## config.mk

```make
export PLATFORM = sky130hd
export DESIGN_NAME = ssle_top
export DESIGN_NICKNAME = d
export VERILOG_FILES = /design/src/pkg/ssle_pkg.sv /design/src/ssle_top.sv
export VERILOG_INCLUDE_DIRS = /design/src /design/src/pkg
export SDC_FILE = /design/constraint.sdc
export NUM_CORES = 2
export LEC_CHECK = 0
export BUFFER_PORTS_ARGS = -buffer_cell sky130_fd_sc_hd__buf_2
export CAP_MARGIN = 20
export CORE_AREA = 10 10 488 490
export DETAILED_ROUTE_END_ITERATION = 16
export DIE_AREA = 0 0 498 500
export PLACE_DENSITY = 0.7
export SYNTH_ARGS = -nofsm -noshare
export SYNTH_HDL_FRONTEND = slang
export SYNTH_SLANG_ARGS = --single-unit
```

## constraint.sdc

```tcl
create_clock -name clk -period 34.2 [get_ports clk]
set_input_delay 3.42 -clock clk [delete_from_list [all_inputs] [get_ports clk]]
set_output_delay 3.42 -clock clk [all_outputs]
set_load 0.1 [all_outputs]
```

## src/pkg/ssle_cfg.svh

```systemverilog
/*
 * Constants of the shading and streak erase block: register offsets,
 * field positions, line layout and thresholds.
 * Assumes it is included once per compilation unit by its bare name.
 */
`ifndef SSLE_CFG_SVH
`define SSLE_CFG_SVH
// Register byte offsets
`define SSLE_OFS_CTRL 4'h0
`define SSLE_OFS_SET 4'h4
`define SSLE_OFS_STAT 4'h8
`define SSLE_OFS_BLACK 4'hC
// Control bits (JOB, PAGE and STOP write one, self clearing; FEEDER holds its written value)
`define SSLE_CTRL_JOB 0
`define SSLE_CTRL_PAGE 1
`define SSLE_CTRL_STOP 2
`define SSLE_CTRL_FEEDER 3
// Line layout and shading
`define SSLE_DARK_PIX 9'h020
`define SSLE_LINE_PIX 9'h100
`define SSLE_SHADE_LINES 3'h4
`define SSLE_LAMP_MIN 8'h40
`define SSLE_STREAK_MAX 4'h6
`define SSLE_DARK_W12 4'h4
// Streak thresholds per level
`define SSLE_WTHR_1 8'h40
`define SSLE_WTHR_2 8'h20
`define SSLE_BTHR_1 8'h50
`define SSLE_BTHR_2 8'h38
`define SSLE_BTHR_3 8'h20
`define SSLE_FULL6 6'h3F
`endif

```

## src/pkg/ssle_pkg.sv

```systemverilog
/*
 * Types of the shading and streak erase block.
 * Assumes nothing of its surroundings.
 */
package ssle_pkg;
	// Sequencer states, one-hot
	typedef enum logic [4:0] {
		SSLE_IDLE = 5'h01,
		SSLE_SHADE = 5'h02,
		SSLE_READY = 5'h04,
		SSLE_SCAN = 5'h08,
		SSLE_FAULT = 5'h10
	} ssle_state_t;
endpackage : ssle_pkg

```

## src/ssle_top.sv

```systemverilog
/*
 * Shading correction and streak erase for a line sensor stream, with an
 * output FIFO. Assumes pixels arrive asynchronously (synchronised here),
 * each line opening with its dark dummy pixels, and a software port on clk.
 */
// The address-and-strobe port and the address map were chosen for this implementation.
`timescale 1ns/1ns
`include "ssle_cfg.svh"

// ****************************************
// Output FIFO
// ****************************************
module ssle_fifo #(
	parameter int WIDTH = 9,
	parameter int DEPTH = 16
) (
	input wire logic clk,
	input wire logic rst_n,
	input wire logic inValid,
	output logic inReady,
	input wire logic [WIDTH-1:0] inData,
	output logic outValid,
	input wire logic outReady,
	output logic [WIDTH-1:0] outData
);
	localparam int AW = $clog2(DEPTH);
	logic [WIDTH-1:0] mem [DEPTH];
	logic [AW:0] wrPtr_q;
	logic [AW:0] rdPtr_q;
	wire push = inValid && inReady;
	wire pop = outValid && outReady;

	// Full and empty from pointer wrap bits
	assign inReady = !((wrPtr_q[AW] != rdPtr_q[AW]) && (wrPtr_q[AW-1:0] == rdPtr_q[AW-1:0]));
	assign outValid = wrPtr_q != rdPtr_q;
	assign outData = mem[rdPtr_q[AW-1:0]];

	// Storage
	always_ff @(posedge clk) begin
		if (push) begin
			mem[wrPtr_q[AW-1:0]] <= inData;
		end
	end

	// Pointers
	always_ff @(posedge clk or negedge rst_n) begin
		if (!rst_n) begin
			wrPtr_q <= '0;
			rdPtr_q <= '0;
		end else begin
			wrPtr_q <= wrPtr_q + (AW+1)'(push);
			rdPtr_q <= rdPtr_q + (AW+1)'(pop);
		end
	end
endmodule : ssle_fifo

module ssle_top
	import ssle_pkg::*;
(
	input wire logic clk,
	input wire logic rst_n,
	input wire logic [3:0] regAddr,
	input wire logic [31:0] regWrData,
	input wire logic regWr,
	input wire logic regRd,
	output logic [31:0] regRdData,
	input wire logic [7:0] sensPix,
	input wire logic sensValid,
	input wire logic sensLast,
	output logic [7:0] pixOut,
	output logic pixOutLast,
	output logic pixOutValid,
	input wire logic pixOutReady,
	output logic lampFault
);
	// ****************************************
	// Input synchroniser
	// ****************************************
	logic [9:0] sync1_q;
	logic [9:0] sync2_q;
	always_ff @(posedge clk or negedge rst_n) begin
		if (!rst_n) begin
			sync1_q <= '0;
			sync2_q <= '0;
		end else begin
			sync1_q <= {sensLast, sensValid, sensPix};
			sync2_q <= sync1_q;
		end
	end
	wire [7:0] pix = sync2_q[7:0];
	wire pixValid = sync2_q[8];
	wire pixLast = sync2_q[9];

	// ****************************************
	// Registers
	// ****************************************
	ssle_state_t state_q;
	ssle_state_t state_d;
	logic [1:0] whiteLvl_q;
	logic [1:0] darkLvl_q;
	logic [3:0] density_q;
	logic [1:0] origMode_q;
	logic feeder_q;
	logic reshade_q;
	logic overrun_q;
	logic fault_q;
	logic [7:0] black_q;
	logic [7:0] whiteMax_q;
	logic [31:0] rdData_q;
	wire selCtrl = regAddr == `SSLE_OFS_CTRL;
	wire selSet = regAddr == `SSLE_OFS_SET;
	wire selStat = regAddr == `SSLE_OFS_STAT;
	wire selBlack = regAddr == `SSLE_OFS_BLACK;
	wire wrCtrl = regWr && selCtrl;
	wire wrSet = regWr && selSet;
	wire jobGo = wrCtrl && regWrData[`SSLE_CTRL_JOB];
	wire pageDone = wrCtrl && regWrData[`SSLE_CTRL_PAGE];
	wire stopGo = wrCtrl && regWrData[`SSLE_CTRL_STOP];
	wire setChange = wrSet && ((regWrData[11:8] != density_q) || (regWrData[13:12] != origMode_q));
	wire [31:0] setWord = {18'h0, origMode_q, density_q, 4'h0, darkLvl_q, whiteLvl_q};
	wire [31:0] statWord = {8'h0, whiteMax_q, 8'h0, reshade_q, overrun_q, fault_q, state_q};
	wire [31:0] rdMux = selCtrl ? {28'h0, feeder_q, 3'h0} :
		selSet ? setWord :
		selStat ? statWord :
		selBlack ? {24'h0, black_q} : 32'h0;

	// Settings and read data
	always_ff @(posedge clk or negedge rst_n) begin
		if (!rst_n) begin
			whiteLvl_q <= 2'h1;
			darkLvl_q <= 2'h1;
			density_q <= 4'h0;
			origMode_q <= 2'h0;
			feeder_q <= 1'b0;
			rdData_q <= 32'h0;
		end else begin
			if (wrSet) begin
				whiteLvl_q <= regWrData[1:0];
				darkLvl_q <= regWrData[3:2];
				density_q <= regWrData[11:8];
				origMode_q <= regWrData[13:12];
			end
			if (wrCtrl) begin
				feeder_q <= regWrData[`SSLE_CTRL_FEEDER];
			end
			rdData_q <= regRd ? rdMux : 32'h0;
		end
	end

	// ****************************************
	// Line position and black level
	// ****************************************
	logic [8:0] pixCnt_q;
	logic [12:0] darkSum_q;
	wire inDark = pixCnt_q < `SSLE_DARK_PIX;
	wire [8:0] imgIdx9 = pixCnt_q - `SSLE_DARK_PIX;
	wire [7:0] imgIdx = imgIdx9[7:0];
	wire inImage = !inDark && (imgIdx9 < `SSLE_LINE_PIX);
	wire [12:0] darkNext = darkSum_q + {5'h0, pix};
	always_ff @(posedge clk or negedge rst_n) begin
		if (!rst_n) begin
			pixCnt_q <= 9'h0;
			darkSum_q <= 13'h0;
			black_q <= 8'h0;
		end else if (pixValid) begin
			pixCnt_q <= pixLast ? 9'h0 : (inImage || inDark ? pixCnt_q + 9'h1 : pixCnt_q);
			if (inDark) begin
				darkSum_q <= (pixCnt_q == 9'h0) ? {5'h0, pix} : darkNext;
			end
			if (pixCnt_q == `SSLE_DARK_PIX - 9'h1) begin
				black_q <= darkNext[12:5];
			end
		end
	end

	// ****************************************
	// White shading store
	// ****************************************
	logic [9:0] shadeMem [256];
	logic [2:0] shadeLine_q;
	logic shadeArm_q;
	wire [9:0] shadeRd = shadeMem[imgIdx];
	wire capture = (state_q == SSLE_SHADE) && shadeArm_q && pixValid && inImage;
	wire [9:0] shadeSum = (shadeLine_q == 3'h0) ? {2'h0, pix} : shadeRd + {2'h0, pix};
	wire lastShadeLine = shadeLine_q == `SSLE_SHADE_LINES - 3'h1;
	wire shadeDone = (state_q == SSLE_SHADE) && shadeArm_q && pixValid && pixLast && lastShadeLine;
	wire peakUp = capture && lastShadeLine && (shadeSum[9:2] > whiteMax_q);
	wire [7:0] peakNow = peakUp ? shadeSum[9:2] : whiteMax_q; // Peak including this pixel
	always_ff @(posedge clk) begin
		if (capture) begin
			shadeMem[imgIdx] <= shadeSum;
		end
	end

	// Capture line count and white peak
	always_ff @(posedge clk or negedge rst_n) begin
		if (!rst_n) begin
			shadeLine_q <= 3'h0;
			shadeArm_q <= 1'b0;
			whiteMax_q <= 8'h0;
		end else if (state_q != SSLE_SHADE) begin
			shadeLine_q <= 3'h0;
			shadeArm_q <= 1'b0;
			if (state_d == SSLE_SHADE) whiteMax_q <= 8'h0; // Peak readable until next capture
		end else if (pixValid) begin
			if (pixLast) begin
				shadeArm_q <= 1'b1;
				shadeLine_q <= shadeArm_q ? shadeLine_q + 3'h1 : 3'h0;
			end
			if (peakUp) begin
				whiteMax_q <= shadeSum[9:2];
			end
		end
	end

	// ****************************************
	// Sequencer
	// ****************************************
	always_comb begin
		state_d = state_q;
		case (state_q)
			SSLE_IDLE: begin
				if (jobGo) state_d = SSLE_SHADE;
			end
			SSLE_SHADE: begin
				if (shadeDone) begin
					state_d = (peakNow <= `SSLE_LAMP_MIN) ? SSLE_FAULT : SSLE_READY;
				end
			end
			SSLE_READY: begin
				if (reshade_q) state_d = SSLE_SHADE;
				else if (pixValid && pixLast) state_d = SSLE_SCAN;
			end
			SSLE_SCAN: begin
				if (pageDone) state_d = SSLE_SHADE;
			end
			SSLE_FAULT: begin
				if (jobGo) state_d = SSLE_SHADE;
			end
			default: state_d = SSLE_IDLE;
		endcase
		if (stopGo) state_d = SSLE_IDLE;
	end

	// State, reshade request and fault flags
	always_ff @(posedge clk or negedge rst_n) begin
		if (!rst_n) begin
			state_q <= SSLE_IDLE;
			reshade_q <= 1'b0;
			fault_q <= 1'b0;
			lampFault <= 1'b0;
		end else begin
			state_q <= state_d;
			if (setChange && state_q != SSLE_IDLE) reshade_q <= 1'b1;
			else if (state_q == SSLE_SHADE) reshade_q <= 1'b0;
			if (state_d == SSLE_FAULT) fault_q <= 1'b1;
			else if (jobGo || stopGo) fault_q <= 1'b0;
			lampFault <= state_d == SSLE_FAULT;
		end
	end

	// ****************************************
	// Black subtraction and white scaling
	// ****************************************
	wire [7:0] whiteAvg = shadeRd[9:2];
	wire [7:0] vSub = (pix > black_q) ? pix - black_q : 8'h0;
	wire [7:0] wSub = (whiteAvg > black_q) ? whiteAvg - black_q : 8'h0;
	wire [5:0] v6 = vSub[7:2];
	wire [5:0] w6 = wSub[7:2];
	wire [11:0] scaled = (w6 == 6'h0) ? 12'h03F : ({6'h0, v6} * 12'h03F) / {6'h0, w6};
	wire [5:0] norm6 = (scaled > {6'h0, `SSLE_FULL6}) ? `SSLE_FULL6 : scaled[5:0];
	wire [7:0] corr = {norm6, norm6[5:4]};
	wire scanPix = (state_q == SSLE_SCAN) && pixValid && inImage;

	// ****************************************
	// Streak erase window of thirteen pixels
	// ****************************************
	logic [7:0] win_q [13];
	logic [12:0] winLast_q;
	logic [12:0] winFull_q;
	logic stageValid_q;
	always_ff @(posedge clk or negedge rst_n) begin
		if (!rst_n) begin
			for (int i = 0; i < 13; i++) win_q[i] <= 8'h0;
			winLast_q <= 13'h0;
			winFull_q <= 13'h0;
			stageValid_q <= 1'b0;
		end else begin
			stageValid_q <= scanPix && winFull_q[5];
			if (scanPix) begin
				win_q[0] <= corr;
				for (int i = 1; i < 13; i++) win_q[i] <= win_q[i-1];
				winLast_q <= {winLast_q[11:0], pixLast};
				winFull_q <= {winFull_q[11:0], 1'b1};
			end
		end
	end

	// Neighbour comparison per tap, centre is tap 6
	wire [7:0] ctr = win_q[6];
	wire [7:0] wThr = (whiteLvl_q == 2'h1) ? `SSLE_WTHR_1 : `SSLE_WTHR_2;
	wire [7:0] bThr = (darkLvl_q == 2'h1) ? `SSLE_BTHR_1 :
		(darkLvl_q == 2'h2) ? `SSLE_BTHR_2 : `SSLE_BTHR_3;
	wire [3:0] bMaxW = (darkLvl_q == 2'h3) ? `SSLE_STREAK_MAX : `SSLE_DARK_W12;
	logic [12:0] darker;
	logic [12:0] lighter;
	genvar g;
	generate
		for (g = 0; g < 13; g++) begin : g_tap
			assign darker[g] = {1'b0, win_q[g]} + {1'b0, wThr} <= {1'b0, ctr};
			assign lighter[g] = {1'b0, ctr} + {1'b0, bThr} <= {1'b0, win_q[g]};
		end
	endgenerate

	// Nearest bounding pixel on each side
	logic [3:0] wL, wR, bL, bR;
	always_comb begin
		wL = 4'h0;
		wR = 4'h0;
		bL = 4'h0;
		bR = 4'h0;
		for (int j = 6; j >= 1; j--) begin
			if (darker[6+j]) wL = 4'(j);
			if (darker[6-j]) wR = 4'(j);
			if (lighter[6+j]) bL = 4'(j);
			if (lighter[6-j]) bR = 4'(j);
		end
	end
	wire [4:0] wWidth = {1'b0, wL} + {1'b0, wR} - 5'h1;
	wire [4:0] bWidth = {1'b0, bL} + {1'b0, bR} - 5'h1;
	wire wHit = (whiteLvl_q != 2'h0) && (wL != 4'h0) && (wR != 4'h0)
		&& (wWidth <= {1'b0, `SSLE_STREAK_MAX});
	wire bHit = (darkLvl_q != 2'h0) && feeder_q && (bL != 4'h0) && (bR != 4'h0)
		&& (bWidth <= {1'b0, bMaxW});
	// Bounds averaged at six bits, then widened like a corrected pixel
	wire [6:0] wFill = {1'b0, win_q[4'd6 + wL][7:2]} + {1'b0, win_q[4'd6 - wR][7:2]};
	wire [6:0] bFill = {1'b0, win_q[4'd6 + bL][7:2]} + {1'b0, win_q[4'd6 - bR][7:2]};
	wire [5:0] fill6 = wHit ? wFill[6:1] : bFill[6:1];
	wire [7:0] erased = (wHit || bHit) ? {fill6, fill6[5:4]} : ctr;

	// ****************************************
	// Output FIFO and output register
	// ****************************************
	logic fifoInReady;
	logic fifoOutValid;
	logic [8:0] fifoOutData;
	wire outLoad = !pixOutValid || pixOutReady;
	ssle_fifo #(.WIDTH(9), .DEPTH(16)) u_fifo (
		.clk(clk),
		.rst_n(rst_n),
		.inValid(stageValid_q),
		.inReady(fifoInReady),
		.inData({winLast_q[6], erased}),
		.outValid(fifoOutValid),
		.outReady(outLoad),
		.outData(fifoOutData)
	);

	// Registered output and overrun flag
	always_ff @(posedge clk or negedge rst_n) begin
		if (!rst_n) begin
			pixOut <= 8'h0;
			pixOutLast <= 1'b0;
			pixOutValid <= 1'b0;
			overrun_q <= 1'b0;
		end else begin
			if (outLoad) begin
				pixOutValid <= fifoOutValid;
				pixOut <= fifoOutData[7:0];
				pixOutLast <= fifoOutData[8];
			end
			if (stageValid_q && !fifoInReady) overrun_q <= 1'b1;
			else if (jobGo) overrun_q <= 1'b0;
		end
	end
	assign regRdData = rdData_q;
endmodule : ssle_top

```

==> reports/results.txt <==
Sequential cell area -> 85600 sq um
number of maximum-capacitance constraint violations -> 0
buffer levels on the longest clock path -> 4
clock tree from TritonCTS -> done
Most used DFF post-synth -> sky130_fd_sc_hd__edfxtp_1
number of fillers in the final layout -> 16000
path category of the worst min-delay check -> register to register
endpoint class of the critical path -> register
slew of the pin with the lowest slew margin -> 1.19 ns
IO Port Bufs -> 61
Finished Core Util -> 0.608
power density over cell area -> 92.2 nW/um^2
data arrival at the endpoint of the critical path -> 29.84 ns
part of the Yosys area used for sequential elements -> 0.685
via count -> 66700
number of cells produced by synthesis -> 6822
Worst path max stage delay -> 0.76 ns
initial core utilization -> 0.546
via density per instance -> 6.49
sink count of the clock tree -> 2886
wire length after detailed routing -> 308000 um
Die Height -> 500 um
number of different library cells in the post-synthesis netlist -> 101
CP startpoint -> pixCnt_q[5]
clock slew at reported path FFs -> 0.06 ns
synthesized cell area -> 125000 sq um
cell repeated most along the worst path -> sky130_fd_sc_hd__o21a_1
nature of the critical path startpoint -> register
reg-to-reg critical path startpoint -> pixCnt_q[5]
number of nets in the layout -> 7501
H-tree depth reported by CTS -> 5
Multi-input gate area -> 37500 sq um
LEAKAGE -> 44.0 nW
reg-to-reg slack, setup -> 5.16 ns
Setup-failing EPs final -> 0
number of global-route vias before repair -> 66400
accumulated negative setup slack -> 0 ns
count of antenna-violating nets left after detailed routing -> 0
average cell area after synthesis -> 18.3 sq um
initial detailed-routing violation count -> 8391
final critical-path share of the clock period -> 0.849
worst clock skew -> 0.0912 ns
final hold slack -> 0.363 ns
cts-stage hold buffer count -> 0
overall power -> 12.8 mW
number of failing hold endpoints at the final stage -> 0
Overall Global Routing Usage -> 0.245
area added between synthesis and finish -> 11.3%
count of cells resized by post-cts repair -> 0
min cycle time layout -> 29.04 ns
worst hold start -> sync1_q[6]
half-perimeter wire length after detailed placement -> 188000 um
worst-path fanout max -> 32
Worst Path Class, Setup -> register to register
highest-delay cell along the critical path -> sky130_fd_sc_hd__clkinv_1
fmax -> 34.4 MHz
RSZ-0062 raised after global routing -> false
DIE AREA -> 249000 sq um
share of async-settable or async-resettable flops after synthesis -> 0.0742
number of primary I/O pins -> 94
final number of max-transition violations -> 0
number of flip-flops and latches in the synthesized netlist -> 2886
post-detailed-route wirelength per cell -> 29.9 um
antenna violations before repair -> 10
status -> complete, no violations
total setup buffers inserted after CTS -> 0
EDFF count, synth -> 2672
Inserted Clock Buffers -> 311
Cell Rows -> 176
headroom to the max-slew limit -> 0.204
total congestion overflow -> 0
required time reported for the critical path endpoint -> 35.00 ns
horizontal die dimension -> 498 um
weighted congestion at the end of routability-driven global placement -> 0.914
fraction of layout instances using a drive strength above 1 -> 0.228
Pre-antenna DRT Iters -> 6
global-route wire length before repair -> 456000 um
clock latency at the later pin of the worst-skew pair -> 0.96 ns
count of unresolved DRC violations after routing -> 0
pin count of the biggest net entering global routing -> 201
Worst VDD drop -> 0.000594 V
Core Region -> 229000 sq um
yosys synthesis warning count -> 0
cell at the root of the clock tree -> sky130_fd_sc_hd__clkbuf_16
-- cell usage after synthesis, types with 8 or more instances --
library cell               instances  area [sq um]
sky130_fd_sc_hd__o211ai_1         17           128
sky130_fd_sc_hd__and2_1           26           163
sky130_fd_sc_hd__mux4_2          883         19900
sky130_fd_sc_hd__o21ai_0         225          1130
sky130_fd_sc_hd__a21oi_1         186           931
sky130_fd_sc_hd__xnor2_1          57           499
sky130_fd_sc_hd__or2_2            14          87.6
sky130_fd_sc_hd__nand4_1          36           225
sky130_fd_sc_hd__a22o_1           11          96.3
sky130_fd_sc_hd__ha_1            383          4790
sky130_fd_sc_hd__dfrtp_1         211          5280
sky130_fd_sc_hd__buf_4            13          97.6
sky130_fd_sc_hd__edfxtp_1       2672         80200
sky130_fd_sc_hd__a21o_1           41           308
sky130_fd_sc_hd__fa_1             32           641
sky130_fd_sc_hd__and4_1            9          78.8
sky130_fd_sc_hd__inv_1           192           721
sky130_fd_sc_hd__mux2_2           47           529
sky130_fd_sc_hd__nand2b_1         33           206
sky130_fd_sc_hd__a211o_1          10          87.6
sky130_fd_sc_hd__clkbuf_1        214           803
sky130_fd_sc_hd__nor2_1          472          1770
sky130_fd_sc_hd__mux2i_1          25           250
sky130_fd_sc_hd__a21boi_0          8          60.1
sky130_fd_sc_hd__a211oi_1         26           195
sky130_fd_sc_hd__nand2_1         266           998
sky130_fd_sc_hd__nor3_1           68           340
sky130_fd_sc_hd__o22ai_1          13          81.3
sky130_fd_sc_hd__xor2_1           42           368
sky130_fd_sc_hd__buf_1            79           297
sky130_fd_sc_hd__o21a_1           83           623
sky130_fd_sc_hd__buf_2            22           110
sky130_fd_sc_hd__a31oi_1          33           206
sky130_fd_sc_hd__and3_1           36           225
sky130_fd_sc_hd__nor4_1           11          68.8
sky130_fd_sc_hd__or3_1             9          56.3
sky130_fd_sc_hd__o31ai_1          11          82.6
sky130_fd_sc_hd__nor2b_1          58           363
sky130_fd_sc_hd__nand3_1         117           586
-- per-layer routing --
metal  GRT usage  vias to the layer above  wire length, um
met2       0.378                     3418           144000
met4      0.0707                       14             9220
met1       0.358                    34700           125000
li1            -                    27900                -
met5           0                        -               90
met3      0.0504                      568            29900
-- sequential cells by signal (all words and copies together), names as in the netlist, 2 cells and up --
name,flops
black_q,8
ctr,6
darkLvl_q,2
darkSum_q,13
density_q,4
origMode_q,2
pixCnt_q,9
pixOut,6
regRdData,22
shadeLine_q,3
shadeMem,2560
state_q,5
sync1_q,10
sync2_q,10
u_fifo.mem,112
u_fifo.rdPtr_q,5
u_fifo.wrPtr_q,5
whiteLvl_q,2
whiteMax_q,8
winFull_q,6
winLast_q,7
win_q,72
-- placed cells by master, fill, tap and decap left out, types with 15 or more instances in the layout --
master / Yosys / layout
sky130_fd_sc_hd__edfxtp_1: 2672 / 2672
sky130_fd_sc_hd__mux4_2: 883 / 883
sky130_fd_sc_hd__nor2_1: 472 / 466
sky130_fd_sc_hd__ha_1: 383 / 383
sky130_fd_sc_hd__clkbuf_16: 0 / 317
sky130_fd_sc_hd__nand2_1: 266 / 266
sky130_fd_sc_hd__o21ai_0: 225 / 224
sky130_fd_sc_hd__dfrtp_1: 211 / 204
sky130_fd_sc_hd__inv_1: 192 / 189
sky130_fd_sc_hd__a21oi_1: 186 / 182
sky130_fd_sc_hd__buf_4: 13 / 129
sky130_fd_sc_hd__nand3_1: 117 / 101
sky130_fd_sc_hd__o21a_1: 83 / 83
sky130_fd_sc_hd__nor3_1: 68 / 68
sky130_fd_sc_hd__clkinv_1: 1 / 66
sky130_fd_sc_hd__buf_2: 22 / 60
sky130_fd_sc_hd__xnor2_1: 57 / 57
sky130_fd_sc_hd__nor2b_1: 58 / 57
sky130_fd_sc_hd__mux2_2: 47 / 47
sky130_fd_sc_hd__clkbuf_1: 214 / 47
sky130_fd_sc_hd__xor2_1: 42 / 42
sky130_fd_sc_hd__a21o_1: 41 / 41
sky130_fd_sc_hd__clkinv_2: 0 / 41
sky130_fd_sc_hd__nand4_1: 36 / 36
sky130_fd_sc_hd__and3_1: 36 / 35
sky130_fd_sc_hd__nand2b_1: 33 / 33
sky130_fd_sc_hd__a31oi_1: 33 / 33
sky130_fd_sc_hd__fa_1: 32 / 32
sky130_fd_sc_hd__and2_1: 26 / 28
sky130_fd_sc_hd__a211oi_1: 26 / 26
sky130_fd_sc_hd__mux2i_1: 25 / 25
sky130_fd_sc_hd__bufinv_16: 0 / 21
sky130_fd_sc_hd__o211ai_1: 17 / 17
sky130_fd_sc_hd__buf_12: 0 / 15
-- report_power, final --
part	total, mW	leakage, nW	switching, mW	internal, mW
registers	3.93	25.7	0.0366	3.90
logic	5.70	13.7	3.23	2.47
clock network	3.19	4.67	1.32	1.86
total	12.8	44.0	4.59	8.23
-- final cells by class --
type	count	area share
Multi-Input combinational cell	3422	0.270
Timing Repair Buffer	221	0.0129
Sequential cell	2886	0.616
Antenna cell	3	0.0000540
Clock buffer	373	0.0591
Inverter	193	0.00537
Tap cell	3026	0.0272
Clock inverter	155	0.00959
-- stage by stage --
stage	std cells	instance area (sq um)	setup slack, ns
final	10300	139000	5.16
after global routing	10300	139000	3.11
after CTS	10200	139000	5.42
after detailed placement	9710	129000	5.60
after global placement	9702	129000	5.77
after floorplan	6831	125000	9.93
-- worst max-delay path: cells and delay by family (launching register included) --
| kind | cells | cell delay (ns) |
|---|---|---|
| AND/OR/NAND/NOR | 31 | 7.78 |
| adder cells (fa/ha/maj) | 14 | 4.57 |
| buffers and inverters | 7 | 1.99 |
| flip-flops | 1 | 0.34 |
| multiplexers | 3 | 1.17 |
| AO/OA/AOI/OAI | 54 | 12.29 |
| XOR/XNOR | 1 | 0.73 |
-- cell families (layout without fill, tap and decap cells) --
| family | Yosys count | after routing | share of synthesized area |
|---|---|---|---|
| AOI/OAI and AO/OA | 752 | 752 | 0.0382 |
| buffers and inverters | 523 | 942 | 0.0164 |
| muxes | 958 | 958 | 0.166 |
| DFF | 2886 | 2886 | 0.685 |
| and+or+nand+nor | 1188 | 1188 | 0.0438 |
| adders and majority gates | 415 | 415 | 0.0435 |
| other | 1 | 13 | 0.0000300 |
| xor gates and xnor gates | 99 | 99 | 0.00694 |
-- path summary, 6_finish.rpt --
check                               end  cells past startpoint
min in group asynchronous  regRdData[8]                      1
hold / removal               sync2_q[6]                      0
max in group asynchronous     win_q[61]                      3
setup reg to reg              win_q[98]                    110
setup / recovery              win_q[98]                    110
hold reg to reg              sync2_q[6]                      0
(Power assumes the default switching activity.)
